[src/pkg/svcr_pkg.sv]
// svcr_pkg: offsets, field positions and reset values of the config bank
`default_nettype none
package svcr_pkg;
	// register offsets in configuration space
	localparam logic [7:0] OFS_MSI_DATA = 8'h58;
	localparam logic [7:0] OFS_VND_HDR = 8'h64;
	localparam logic [7:0] OFS_TEST_A = 8'h68;
	localparam logic [7:0] OFS_TEST_B = 8'h6c;
	localparam logic [7:0] OFS_TIMERS = 8'h70;
	localparam logic [7:0] OFS_OPMODE = 8'h74;
	// vendor capability header constants
	localparam logic [7:0] VND_CAP_ID = 8'h09;
	localparam logic [7:0] VND_NEXT_PTR = 8'hb0;
	localparam logic [15:0] VND_LENGTH = 16'h0034;
	// timer word field positions
	localparam int RPL_LSB = 0;
	localparam int RPL_W = 12;
	localparam int RPL_EN_BIT = 12;
	localparam int PM_DIS_BIT = 13;
	localparam int MSI_DIS_BIT = 14;
	localparam int ACK_LSB = 16;
	localparam int ACK_W = 14;
	localparam int ACK_EN_BIT = 30;
	localparam int VGA_BIT = 31;
	// operation mode field positions
	localparam int SF_BIT = 0;
	localparam int CT_LSB = 1;
	localparam int ARB_BIT = 3;
	// reset values
	localparam logic [15:0] MSI_DATA_RST = 16'h0000;
	localparam logic [31:0] TEST_A_RST = 32'h0400_1060;
	localparam logic [31:0] TEST_B_RST = 32'h0000_0800;
	localparam logic [31:0] TIMERS_RST = 32'h8000_0000;
	localparam logic [3:0] OPMODE_RST = 4'h2;
	// writable bits of the timer word: host side and default loader side
	localparam logic [31:0] TIMERS_HOST_MASK = 32'h7fff_1fff;
	localparam logic [31:0] TIMERS_LD_MASK = 32'hffff_7fff;
	// message data occupies the low half only
	localparam logic [31:0] MSI_DATA_MASK = 32'h0000_ffff;
	localparam logic [31:0] OPMODE_MASK = 32'h0000_000f;
	localparam int NPORT = 4;
endpackage
`default_nettype wire

[src/rtl/svcr_rr_arb.sv]
// svcr_rr_arb: round-robin port arbiter with credit-aware moves
`default_nettype none
module svcr_rr_arb
	import svcr_pkg::*;
(
	// clock and reset
	input wire logic sys_clk,
	input wire logic nrst,
	// policy
	input wire logic hold_mode,
	// port requests and credit state
	input wire logic [NPORT-1:0] port_req,
	input wire logic [NPORT-1:0] port_credit_ok,
	// grant
	output logic [NPORT-1:0] port_grant,
	output logic grant_valid
);
	logic [NPORT-1:0] gnt_q; // one-hot grant
	logic [1:0] idx_q; // index of last granted port
	logic gvld_q;
	logic keep; // stay on current port
	logic [NPORT-1:0] elig; // requesting and credit sufficient
	logic [NPORT-1:0] pick;

	// nearest eligible port after cur; cur itself comes last
	function automatic logic [NPORT-1:0] rr_pick(
		input logic [NPORT-1:0] e, input logic [1:0] cur);
		logic [NPORT-1:0] g;
		logic [1:0] k;
		g = '0;
		for (int i = NPORT; i >= 1; i--) begin
			k = cur + 2'(i);
			if (e[k]) begin
				g = 4'h1 << k;
			end
		end
		return g;
	endfunction

	// one-hot to index
	function automatic logic [1:0] oh_idx(input logic [NPORT-1:0] g);
		logic [1:0] r;
		r = '0;
		for (int i = 0; i < NPORT; i++) begin
			if (g[i]) begin
				r = 2'(i);
			end
		end
		return r;
	endfunction

	// hold mode ignores credit for the owner; normal mode needs credit
	always_comb begin
		elig = port_req & port_credit_ok;
		if (hold_mode) begin
			keep = gvld_q && |(port_req & gnt_q);
		end else begin
			keep = gvld_q && |(elig & gnt_q);
		end
		pick = rr_pick(elig, idx_q);
	end

	// grant update, one slot per cycle
	always_ff @(posedge sys_clk or negedge nrst) begin
		if (!nrst) begin
			gnt_q <= '0;
			idx_q <= 2'h3;
			gvld_q <= 1'b0;
		end else if (!keep) begin
			gnt_q <= pick;
			gvld_q <= |pick;
			if (|pick) begin
				idx_q <= oh_idx(pick);
			end
		end
	end

	assign port_grant = gnt_q;
	assign grant_valid = gvld_q;
endmodule
`default_nettype wire

[src/rtl/svcr_msi_gen.sv]
// svcr_msi_gen: turns an interrupt trigger into one MSI memory write
`default_nettype none
module svcr_msi_gen (
	// clock and reset
	input wire logic sys_clk,
	input wire logic nrst,
	// message setup
	input wire logic msi_enable,
	input wire logic [29:0] msi_addr,
	input wire logic [15:0] msi_data,
	input wire logic msi_trigger,
	// memory write request
	output logic mwr_valid,
	input wire logic mwr_ready,
	output logic [31:0] mwr_addr,
	output logic [15:0] mwr_data
);
	typedef enum logic [1:0] {
		SVCR_IDLE = 2'b00,
		SVCR_SEND = 2'b01
	} svcr_msi_st_t;

	svcr_msi_st_t st_q;
	logic pend_q; // trigger seen while a write was still out
	logic [31:0] addr_q;
	logic [15:0] data_q;
	logic go; // start a write this cycle

	// a trigger with MSI off is dropped, no INTx fallback here
	assign go = msi_enable && (msi_trigger || pend_q);

	// sequencing
	always_ff @(posedge sys_clk or negedge nrst) begin
		if (!nrst) begin
			st_q <= SVCR_IDLE;
		end else begin
			case (st_q)
				SVCR_IDLE: begin
					if (go) begin
						st_q <= SVCR_SEND;
					end
				end
				SVCR_SEND: begin
					if (mwr_ready) begin
						st_q <= SVCR_IDLE;
					end
				end
				default: st_q <= SVCR_IDLE;
			endcase
		end
	end

	// a trigger during SEND is remembered; set wins over the clear
	always_ff @(posedge sys_clk or negedge nrst) begin
		if (!nrst) begin
			pend_q <= 1'b0;
		end else if (st_q == SVCR_SEND && msi_trigger && msi_enable) begin
			pend_q <= 1'b1;
		end else if (st_q == SVCR_IDLE && go) begin
			pend_q <= 1'b0;
		end
	end

	// address forced to dword alignment, captured at start
	always_ff @(posedge sys_clk or negedge nrst) begin
		if (!nrst) begin
			addr_q <= '0;
			data_q <= '0;
		end else if (st_q == SVCR_IDLE && go) begin
			addr_q <= {msi_addr, 2'b00};
			data_q <= msi_data;
		end
	end

	assign mwr_valid = (st_q == SVCR_SEND);
	assign mwr_addr = addr_q;
	assign mwr_data = data_q;
endmodule
`default_nettype wire

[src/rtl/svcr_regs.sv]
// svcr_regs: vendor config register bank of the upstream port
// Notes on behaviour
// header low byte reads capability id 09h
// header next pointer reads B0h
// header upper half reads length 0034h
// 12-bit user replay value, resets zero
// replay enable bit selects user replay value
// 14-bit user ack latency value, resets zero
// ack enable bit selects user ack value
// pm and msi disable bits read-only, zero
// vga decode enable read-only, resets one
// smbus or eeprom loader overwrites defaults
// mode bit0 set store-forward, else cut-through
// bits 2:1 pick cut-through threshold, reset 01b
// bit3 set: arbiter holds pending port
// bit3 clear: move only to credited requester
// test word a at 68h, reset 0400_1060h
// test word b at 6Ch, reset 0000_0800h
// msi write to aligned address with data
// override clear keeps the built-in timer value
`default_nettype none
module svcr_regs
	import svcr_pkg::*;
(
	// clock and reset
	input wire logic sys_clk,
	input wire logic nrst,
	// configuration space access
	input wire logic cfg_wr_en,
	input wire logic cfg_rd_en,
	input wire logic [7:0] cfg_addr,
	input wire logic [31:0] cfg_wdata,
	input wire logic [3:0] cfg_be,
	output logic [31:0] cfg_rdata,
	output logic cfg_rd_valid,
	// default loader (smbus or eeprom)
	input wire logic dflt_ld_en,
	input wire logic [7:0] dflt_ld_addr,
	input wire logic [31:0] dflt_ld_data,
	// link timer values
	input wire logic [11:0] builtin_replay,
	input wire logic [13:0] builtin_ack_lat,
	output logic [11:0] replay_timeout,
	output logic [13:0] ack_latency,
	// capability controls
	output logic pm_cap_disable,
	output logic msi_cap_disable,
	output logic vga_decode_en,
	// forwarding mode and test words
	output logic store_forward,
	output logic [1:0] ct_threshold,
	output logic [31:0] test_word_a,
	output logic [31:0] test_word_b,
	// port arbitration
	input wire logic [NPORT-1:0] port_req,
	input wire logic [NPORT-1:0] port_credit_ok,
	output logic [NPORT-1:0] port_grant,
	output logic grant_valid,
	// msi
	input wire logic msi_enable,
	input wire logic [29:0] msi_addr,
	input wire logic msi_trigger,
	output logic mwr_valid,
	input wire logic mwr_ready,
	output logic [31:0] mwr_addr,
	output logic [15:0] mwr_data
);
	logic [15:0] msi_data_q; // message data
	logic [31:0] test_a_q;
	logic [31:0] test_b_q;
	logic [31:0] timers_q; // replay and ack latency word
	logic [3:0] opmode_q; // forwarding and arbitration mode
	logic [31:0] rdata_q;
	logic rvld_q;
	logic [11:0] replay_q;
	logic [13:0] ack_q;
	logic [31:0] rd_word; // read mux
	logic [31:0] be_mask; // byte enables as bit mask
	logic [31:0] msi_wr_word; // message data word after a host write
	logic [31:0] opm_wr_word; // mode word after a host write

	// expand byte enables to a bit mask
	function automatic logic [31:0] be_bits(input logic [3:0] be);
		logic [31:0] m;
		m = '0;
		for (int i = 0; i < 4; i++) begin
			m[8*i +: 8] = {8{be[i]}};
		end
		return m;
	endfunction

	// merge new bits under a mask
	function automatic logic [31:0] merge(input logic [31:0] old,
		input logic [31:0] nw, input logic [31:0] m);
		return (old & ~m) | (nw & m);
	endfunction

	// host write hit
	function automatic logic hwr(input logic en, input logic [7:0] a,
		input logic [7:0] o);
		return en && (a == o);
	endfunction

	assign be_mask = be_bits(cfg_be);

	// merged write words, narrowed where they land
	// reserved upper bits are masked off, so they always read zero
	assign msi_wr_word = merge({16'h0000, msi_data_q}, cfg_wdata,
		be_mask & MSI_DATA_MASK);
	assign opm_wr_word = merge({28'h000_0000, opmode_q}, cfg_wdata,
		be_mask & OPMODE_MASK);

	// message data, upper half reserved
	// the writer copies this when a write starts, so a rewrite while a
	// message is out changes only the next one
	always_ff @(posedge sys_clk or negedge nrst) begin
		if (!nrst) begin
			msi_data_q <= MSI_DATA_RST;
		end else if (hwr(cfg_wr_en, cfg_addr, OFS_MSI_DATA)) begin
			msi_data_q <= msi_wr_word[15:0];
		end
	end

	// test words, plain storage
	// no side effects; any value software parks here reads back and drives test_word_a or test_word_b
	always_ff @(posedge sys_clk or negedge nrst) begin
		if (!nrst) begin
			test_a_q <= TEST_A_RST;
			test_b_q <= TEST_B_RST;
		end else if (cfg_wr_en) begin
			if (cfg_addr == OFS_TEST_A) begin
				test_a_q <= merge(test_a_q, cfg_wdata, be_mask);
			end
			if (cfg_addr == OFS_TEST_B) begin
				test_b_q <= merge(test_b_q, cfg_wdata, be_mask);
			end
		end
	end

	// timer word; the loader may also rewrite the read-only bits
	// loader wins a same-cycle collision so a boot load is not torn
	// bit 15 is reserved: neither side can store it
	always_ff @(posedge sys_clk or negedge nrst) begin
		if (!nrst) begin
			timers_q <= TIMERS_RST;
		end else if (hwr(dflt_ld_en, dflt_ld_addr, OFS_TIMERS)) begin
			timers_q <= dflt_ld_data & TIMERS_LD_MASK;
		end else if (hwr(cfg_wr_en, cfg_addr, OFS_TIMERS)) begin
			// host cannot touch bits 13, 14, 31
			timers_q <= merge(timers_q, cfg_wdata,
				be_mask & TIMERS_HOST_MASK);
		end
	end

	// operation mode
	// only the low nibble is stored; the rest of the word reads zero
	// the loader copies the nibble whole, a host write follows lane 0
	always_ff @(posedge sys_clk or negedge nrst) begin
		if (!nrst) begin
			opmode_q <= OPMODE_RST;
		end else if (hwr(dflt_ld_en, dflt_ld_addr, OFS_OPMODE)) begin
			opmode_q <= dflt_ld_data[3:0];
		end else if (hwr(cfg_wr_en, cfg_addr, OFS_OPMODE)) begin
			opmode_q <= opm_wr_word[3:0];
		end
	end

	// effective timers; built-in value unless override enabled
	// registered so a split host write cannot glitch the link timers;
	// the price is one cycle of lag after an enable bit flips
	always_ff @(posedge sys_clk or negedge nrst) begin
		if (!nrst) begin
			replay_q <= '0;
			ack_q <= '0;
		end else begin
			replay_q <= timers_q[RPL_EN_BIT] ?
				timers_q[RPL_LSB +: RPL_W] : builtin_replay;
			ack_q <= timers_q[ACK_EN_BIT] ?
				timers_q[ACK_LSB +: ACK_W] : builtin_ack_lat;
		end
	end

	// read mux; unmapped offsets read zero
	// offsets decode in full, so no register aliases another
	always_comb begin
		case (cfg_addr)
			OFS_MSI_DATA: rd_word = {16'h0000, msi_data_q};
			OFS_VND_HDR: rd_word = {VND_LENGTH, VND_NEXT_PTR,
				VND_CAP_ID};
			OFS_TEST_A: rd_word = test_a_q;
			OFS_TEST_B: rd_word = test_b_q;
			OFS_TIMERS: rd_word = timers_q;
			OFS_OPMODE: rd_word = {28'h000_0000, opmode_q};
			default: rd_word = '0;
		endcase
	end

	// read data registered, valid one cycle after the strobe
	// rdata holds the last read, so software may take it late
	always_ff @(posedge sys_clk or negedge nrst) begin
		if (!nrst) begin
			rdata_q <= '0;
			rvld_q <= 1'b0;
		end else begin
			rvld_q <= cfg_rd_en;
			if (cfg_rd_en) begin
				rdata_q <= rd_word;
			end
		end
	end

	// arbiter follows the mode bit live
	// not latched per packet: a flip of the mode bit acts on the
	// very next arbitration slot
	svcr_rr_arb u_arb (
		.sys_clk(sys_clk),
		.nrst(nrst),
		.hold_mode(opmode_q[ARB_BIT]),
		.port_req(port_req),
		.port_credit_ok(port_credit_ok),
		.port_grant(port_grant),
		.grant_valid(grant_valid)
	);

	// message writer
	// the message address comes from the capability above this bank
	svcr_msi_gen u_msi (
		.sys_clk(sys_clk),
		.nrst(nrst),
		.msi_enable(msi_enable),
		.msi_addr(msi_addr),
		.msi_data(msi_data_q),
		.msi_trigger(msi_trigger),
		.mwr_valid(mwr_valid),
		.mwr_ready(mwr_ready),
		.mwr_addr(mwr_addr),
		.mwr_data(mwr_data)
	);

	// outputs straight from the stored words
	assign cfg_rdata = rdata_q;
	assign cfg_rd_valid = rvld_q;
	assign replay_timeout = replay_q;
	assign ack_latency = ack_q;
	assign pm_cap_disable = timers_q[PM_DIS_BIT];
	assign msi_cap_disable = timers_q[MSI_DIS_BIT];
	assign vga_decode_en = timers_q[VGA_BIT];
	assign store_forward = opmode_q[SF_BIT];
	assign ct_threshold = opmode_q[CT_LSB +: 2];
	assign test_word_a = test_a_q;
	assign test_word_b = test_b_q;

	logic hdr_rd;
	logic host_t;
	logic host_m;
	assign hdr_rd = cfg_rd_en && cfg_addr == OFS_VND_HDR;
	assign host_t = hwr(cfg_wr_en, cfg_addr, OFS_TIMERS) &&
		!hwr(dflt_ld_en, dflt_ld_addr, OFS_TIMERS);
	assign host_m = hwr(cfg_wr_en, cfg_addr, OFS_OPMODE) && cfg_be[0] &&
		!hwr(dflt_ld_en, dflt_ld_addr, OFS_OPMODE);
endmodule
`default_nettype wire

[config.mk]
export PLATFORM = sky130hd
export DESIGN_NAME = svcr_regs
export DESIGN_NICKNAME = d
export VERILOG_FILES = /design/src/pkg/svcr_pkg.sv /design/src/rtl/svcr_rr_arb.sv /design/src/rtl/svcr_msi_gen.sv /design/src/rtl/svcr_regs.sv
export SDC_FILE = /design/constraint.sdc
export NUM_CORES = 1
export LEC_CHECK = 0
export ABC_AREA = 1
export BUFFER_PORTS_ARGS = -buffer_cell sky130_fd_sc_hd__buf_4
export CORE_UTILIZATION = 46
export DETAILED_ROUTE_END_ITERATION = 10
export PLACE_DENSITY = 0.75
export SYNTH_ARGS = -nofsm -noshare
export SYNTH_HDL_FRONTEND = slang
export SYNTH_SLANG_ARGS = --single-unit
[constraint.sdc]
create_clock -name sys_clk -period 2.1 [get_ports sys_clk]
set_input_delay 0.315 -clock sys_clk [delete_from_list [all_inputs] [get_ports sys_clk]]
set_output_delay 0.315 -clock sys_clk [all_outputs]
set_load 0.005 [all_outputs]
==> results of run 1 <==
## power breakdown
group	leakage, uW	switching, uW	internal (uW)	total (uW)
Clock	0.000415	1740	2570	4310
Sequential	0.00293	273	4900	5170
Combinational	0.00401	1630	1340	2970
## cells by family after synthesis
kind of cell | count (synthesis) | share of synthesized area
AO/OA/AOI/OAI | 253 | 0.147
buffers and inverters | 160 | 0.0654
AND/OR/NAND/NOR | 533 | 0.213
adder cells (fa/ha/maj) | 5 | 0.00619
flip-flops | 229 | 0.568
other | 1 | 0.000371
## worst max-delay path, stage by stage, from the launching register on
cell and delay (ps):
dfstp_2 530, inv_2 70, ha_4 260, inv_1 90
nand3_4 100, nand3_1 100, nand2_1 50, inv_1 50
nand2_1 40, nand2_1 60, nand2_1 100, nor2_1 120
nand2_1 80, nand2_2 80, nand2_1 50, nand2_1 60
## metrics by stage
step / hold slack (ps) / std cells / area [um2] / setup WS (ps)
6_report: 13.6 / 1843 / 14200 / 172
4_1_cts: 0.501 / 1842 / 14100 / 29.3
3_3_place_gp: 268 / 1777 / 13100 / 86.3
3_5_place_dp: 272 / 1777 / 13100 / 0.554
2_1_floorplan: 19.4 / 1182 / 10100 / 134
5_1_grt: 11.7 / 1843 / 14200 / 1.01
## sequential cells by signal, summed over array words and instances (netlist names), 4 cells and up
name,count
replay_timeout,12
test_word_b,32
test_word_a,32
timers_q,31
u_arb.port_grant,4
u_msi.mwr_addr,30
u_msi.mwr_data,16
opmode_q,4
cfg_rdata,32
ack_latency,14
msi_data_q,16
## worst paths after layout
path | startpoint | cells past startpoint | endpoint
max | u_arb.idx_q[0] | 15 | u_arb.idx_q[0]
max in group asynchronous | nrst | 3 | test_word_a[26]
min in group asynchronous | nrst | 2 | u_msi.mwr_addr[13]
max reg2reg | u_arb.idx_q[0] | 15 | u_arb.idx_q[0]
min reg2reg | u_msi.mwr_addr[6] | 2 | u_msi.mwr_addr[6]
min | msi_addr[24] | 3 | u_msi.mwr_addr[26]
## placed cells by master (no fill, tap or decap), types with 3 or more instances in the layout
| cell type | Yosys | layout |
|---|---|---|
| a21oi_1 | 14 | 14 |
| a221oi_1 | 11 | 11 |
| a31oi_1 | 21 | 21 |
| buf_12 | 0 | 6 |
| buf_4 | 6 | 366 |
| clkbuf_16 | 0 | 24 |
| clkbuf_8 | 0 | 10 |
| clkinv_1 | 3 | 3 |
| clkinv_2 | 0 | 6 |
| dfrtp_1 | 220 | 220 |
| dfstp_2 | 9 | 9 |
| dlygate4sd3_1 | 0 | 21 |
| ha_1 | 5 | 4 |
| inv_1 | 98 | 97 |
| inv_2 | 6 | 7 |
| nand2_1 | 419 | 417 |
| nand2_2 | 8 | 10 |
| nand3_1 | 48 | 45 |
| nor2_1 | 43 | 42 |
| nor2_2 | 3 | 4 |
| o2111ai_1 | 5 | 5 |
| o211ai_1 | 5 | 5 |
| o21ai_0 | 132 | 132 |
| o21ai_1 | 15 | 15 |
| o21ai_2 | 17 | 17 |
| o22ai_1 | 27 | 27 |
## what timing repair did
action / in CTS / in global routing
setup endpoints to repair: 3 / 3
hold endpoints to repair: 65 / 0
hold buffers: 21 / 0
buffers inserted: 0 / 0
gates resized for setup: 1 / 6
## layer usage
layer  global-route usage  routed length (um)  vias up
met3               0.0621                2970       81
li1                     -                   -     4584
met1                0.358               12900     4520
met4                0.123                1370        0
met2                0.503               16100      490
met5                    0                   0        -
## layout make-up
cell class / instances / area (um2) / share of cell area
Clock buffer: 36 / 746 / 0.0527
Timing Repair Buffer: 394 / 3090 / 0.219
Clock inverter: 8 / 76.3 / 0.00539
Tap cell: 275 / 344 / 0.0243
Inverter: 107 / 402 / 0.0284
Antenna cell: 1 / 2.50 / 0.000177
Multi-Input combinational cell: 793 / 3750 / 0.265
Sequential cell: 229 / 5740 / 0.406
==> out/metrics.csv, run 1 <==
stage,metric,value,unit
drt,via_per_inst,5.25,
grt,grt_pass1_wl,50600,um
clock_network,cts.htree.levels,1,
clock_network,cts_tree,built,
clock_network,clkTransAtPathRegs,60,ps
synthesis,seq_area_frac_synth,0.568,
power_and_ir_drop,ir_worst_vdd,0.526,mV
clock_network,clk_path_buf_depth,3,
setup_path,crit_required,2550,ps
grt,track_usage,0.293,
job,maxCapViolations,0,
clock_network,worstSkewPairLatency,520,ps
die,die_w,150,um
grt,antenna_found_initial,1,
setup_path,critical_path_class,reg -> reg,
synthesis,netlist_instances,1181,
synthesis,synthArstFlopShare,1.00,
timing,rsz0062_at_grt,false,
die,coreArea,21300,um2
drt,ant_nets,0,
timing,maxSlewViolCount,0,
drt,wl,33400,um
finish,final_nets,1710,
place,post-dp-hpwl,24500,um
synthesis,yosys.cell_types.count,40,
power_and_ir_drop,total_power,12500,uW
synthesis,yosysTopAreaCell,dfrtp_1,
timing,hold_viol_final,0,
grt,grt-ovfl-total,0,
worst_hold_path,hold_path.class,in -> reg,
setup_path,reg2reg_slack,170,ps
place,io_buffers,335,
power_and_ir_drop,p_leak,0.00736,uW
power_and_ir_drop,power_density,880,nW/um2
synthesis,synth_flop_cell,dfrtp_1,
timing,tns,0,ps
die,pin_count,339,
clock_network,cts-buffers-inserted,24,
synthesis,synth_area,10100,um2
drt,dr.first_iter.drc_count,590,
synthesis,synth_warnings,0,
die,start_util,0.475,
synthesis,synth_edf_count,0,
grt,grt_max_degree,60,
grt,grt_pass1_vias,9500,
die,dieArea,22600,um2
synthesis,netlist.area_leader.share,0.545,
finish,layout-drive-gt1-share,0.301,
timing,finalSetupViolations,0,
drt,wl_per_cell,18.1,um
die,rows,53,
setup_path,crit_arrival,2380,ps
synthesis,synthTopCellsByArea,"dfrtp_1 54%, nand2_1 16%, o21ai_0 6.5%",
place,gp_congestion,0.921,
timing,finalCriticalPeriod,1930,ps
die,die_y,150,um
finish,fin_util,0.665,
finish,fillerInstances,1758,
clock_network,cts_sinks,229,
drt,first_pass_iters,5,
setup_path,startpoint_type,flip-flop,
setup_path,cp-end-kind,flip-flop,
synthesis,ys_ff_latch,229,
timing,fmax,519,MHz
clock_network,cts-root-buf,clkbuf_16,
timing,fin_crit_sh,0.918,
finish,area_growth,40.1,%
synthesis,yosysMostFrequentCell,nand2_1,
synthesis,synth.avg_cell_area,8.56,um2
setup_path,crit_fanout,6,
synthesis,synth.cells.most_frequent,"419 x nand2_1, 220 x dfrtp_1, 132 x o21ai_0, 98 x inv_1, 48 x nand3_1",
drt,drcViolationCount,0,
timing,clock_skew,14.2,ps
drt,num_vias,9675,
outcome,status,completed,
Note: power is estimated with default switching activity, not from simulation.
==> run 2: changes to the inputs <==
--- a/config.mk
+++ b/config.mk
@@ -7,9 +7,10 @@
 export LEC_CHECK = 0
 export ABC_AREA = 1
 export BUFFER_PORTS_ARGS = -buffer_cell sky130_fd_sc_hd__buf_4
-export CORE_UTILIZATION = 46
+export CORE_UTILIZATION = 47
+export CTS_BUF_LIST = sky130_fd_sc_hd__clkbuf_4
 export DETAILED_ROUTE_END_ITERATION = 10
-export PLACE_DENSITY = 0.75
+export PLACE_DENSITY = 0.76
 export SYNTH_ARGS = -nofsm -noshare
 export SYNTH_HDL_FRONTEND = slang
 export SYNTH_SLANG_ARGS = --single-unit
==> run 2 against run 1 <==
Final cell count is 9.4% higher. Combinational power is 11% higher. Sequential power hardly changed.
==> out/metrics.csv, run 2 (synthesis gave the netlist of run 1 again) <==
stage,metric,value,unit,change
die,die_w,149,um,-1.1%
finish,final_cell_mix,"415 x nand2_1, 364 x buf_4, 220 x dfrtp_1",,
setup_path,critical_path_class,in -> reg,,
setup_path,crit_required,2710,ps,+160 ps
place,post-dp-hpwl,24300,um,-0.83%
setup_path,reg2reg_slack,160,ps,about the same
setup_path,worst-r2r-cell-count,15,,unchanged
setup_path,cp_num_buf_inv,5,,+2
outcome,status,completed,,
place,pre_cts_ws,10.6,ps,+10.1 ps
timing,clock_skew,25.3,ps,+11.0 ps
finish,final_area,15300,um2,+8.1%
setup_path,critPathMostFrequentCell,buf_12,,
setup_path,cp-end-kind,flip-flop,,
place,gp_congestion,0.924,,+0.39%
grt,track_usage,0.332,,+0.0391
clock_network,post_cts_buffers,0,,unchanged
finish,multi_input_area,3750,um2,unchanged
clock_network,cts_sinks,229,,unchanged
setup_path,crit_fanout,39,,+33
die,die_y,149,um,-1.1%
drt,wl,37000,um,+11%
die,dieArea,22100,um2,-2.1%
grt,antenna_found_initial,2,,+1
timing,finalCriticalPeriod,2020,ps,+91.8 ps
timing,hold_viol_final,0,,unchanged
drt,first_pass_iters,6,,+1
clock_network,cts_tree,built,,
grt,grt_max_degree,59,,-1.7%
timing,fin_crit_sh,0.962,,+0.0437
finish,final_nets,1864,,+9.0%
grt,grt_pass1_wl,56400,um,+11%
timing,fin_ws,80.2,ps,-91.8 ps
clock_network,worstSkewPairLatency,690,ps,+170 ps
setup_path,crit_arrival,2630,ps,+250 ps
finish,seqCellArea,5740,um2,unchanged
timing,finalSetupViolations,0,,unchanged
die,coreArea,21000,um2,-1.2%
setup_path,r2r_end,u_arb.idx_q[0],,
setup_path,startpoint_type,primary input,,
grt,grt_pass1_vias,10700,,+13%
drt,via_per_inst,5.27,,+0.40%
clock_network,clk_path_buf_depth,3,,unchanged
drt,drcViolationCount,0,,unchanged
drt,ant_nets,0,,unchanged
timing,fin_hold_ws,74.5,ps,+60.9 ps
worst_hold_path,worstHoldStart,cfg_wdata[7],,
grt,grt-ovfl-total,0,,unchanged
die,start_util,0.481,,+0.00599
setup_path,cpPeakStageDelay,590,ps,+60 ps
finish,area_growth,51.4,%,
clock_network,clkTransAtPathRegs,70,ps,about the same
power_and_ir_drop,power_density,809,nW/um2,-8.0%
setup_path,cp_slowest_cell,dlygate4sd3_1,,
die,pin_count,339,,unchanged
clock_network,cts.htree.levels,2,,+1
setup_path,cp_top_family,buffers and inverters,,
power_and_ir_drop,ir_worst_vdd,0.433,mV,-18%
setup_path,worstPathCellList,buf_4 > or2_1 > nor3_1 > nand3_2 > buf_12 > clkinv_1 > buf_12 > nand2_1 > a31oi_1 > dlygate4sd3_1,,
clock_network,cts-buffers-inserted,59,,+150%
finish,fillerInstances,1548,,-12%
drt,wl_per_cell,18.3,um,+1.2%
finish,layout-drive-gt1-share,0.303,,+0.00213
worst_hold_path,holdPathEnd,test_word_a[7],,
job,maxCapViolations,0,,unchanged
clock_network,cts-root-buf,clkbuf_4,,
power_and_ir_drop,p_leak,0.00793,uW,+7.8%
worst_hold_path,hold_path.class,in -> reg,,
finish,final_common_cell,nand2_1,,
die,rows,53,,unchanged
timing,maxSlewViolCount,0,,unchanged
setup_path,r2r_start,u_arb.idx_q[0],,
drt,dr.first_iter.drc_count,756,,+28%
timing,fmax,495,MHz,-4.5%
worst_hold_path,whs_path_depth,3,,unchanged
place,placed_cell_area,13100,um2,+0.19%
power_and_ir_drop,total_power,12400,uW,-0.58%
drt,num_vias,10600,,+9.9%
place,io_buffers,335,,unchanged
run 2: cell count changes in the layout (fill, tap and decap cells not counted), sizes merged:
cell / before / now
inv: 104 / 105
dlygate4sd3: 21 / 140
clkbuf: 36 / 93
clkinv: 10 / 7
run 2: power by group:
part | internal, uW | switching, uW
clock | 2100 | 1800
sequential | 4890 | 296
combinational | 1520 | 1780
total | 8510 | 3870
run 2: worst max-delay path by stage:
stage          cells after the start            start  slack (ps)              end
2_1_floorplan                     14   u_arb.idx_q[0]         130   u_arb.idx_q[1]
3_5_place_dp                       9      cfg_addr[7]          10  test_word_a[10]
3_3_place_gp                      10      cfg_addr[7]          70  test_word_a[11]
4_1_cts                           14   u_arb.idx_q[0]          30   u_arb.idx_q[1]
5_1_grt                           15   u_arb.idx_q[0]         -10   u_arb.idx_q[1]
6_report                          10  dflt_ld_addr[1]          80     timers_q[11]
run 2: area by class of cell:
type,instances,share of cell area
multi-input combinational,793,0.245
clock inverter,6,0.00319
inverter,107,0.0263
tap,275,0.0225
sequential,229,0.375
antenna,1,0.000164
clock buffer,93,0.0456
timing repair buffer,513,0.282
run 2: what timing repair did:
action / in CTS / in global routing
resized for setup: 0 / 10
hold buffers: 140 / 0
setup endpoints to repair: 0 / 3
endpoints found under the hold margin: 390 / 0
run 2: through the flow:
| stage | utilization | std cells | TNS, ps |
|---|---|---|---|
| 2_1_floorplan | - | 1182 | 0 |
| 3_3_place_gp | 0.624 | 1777 | 0 |
| 3_5_place_dp | 0.624 | 1777 | 0 |
| 4_1_cts | 0.726 | 2016 | 0 |
| 5_1_grt | 0.728 | 2017 | -14.0 |
| 6_report | 0.728 | 2017 | 0 |
run 2: layer usage:
metal	share of wire	up-vias	global-route usage
met5	0.00046	-	0
met4	0.042	2	0.161
met3	0.096	122	0.0902
met2	0.49	630	0.575
met1	0.37	4954	0.380
li1	-	4923	-
run 2: tightest hold or removal path: stages:
cell and delay [ps]:
buf_4 80, nand2_1 140, o22ai_1 160
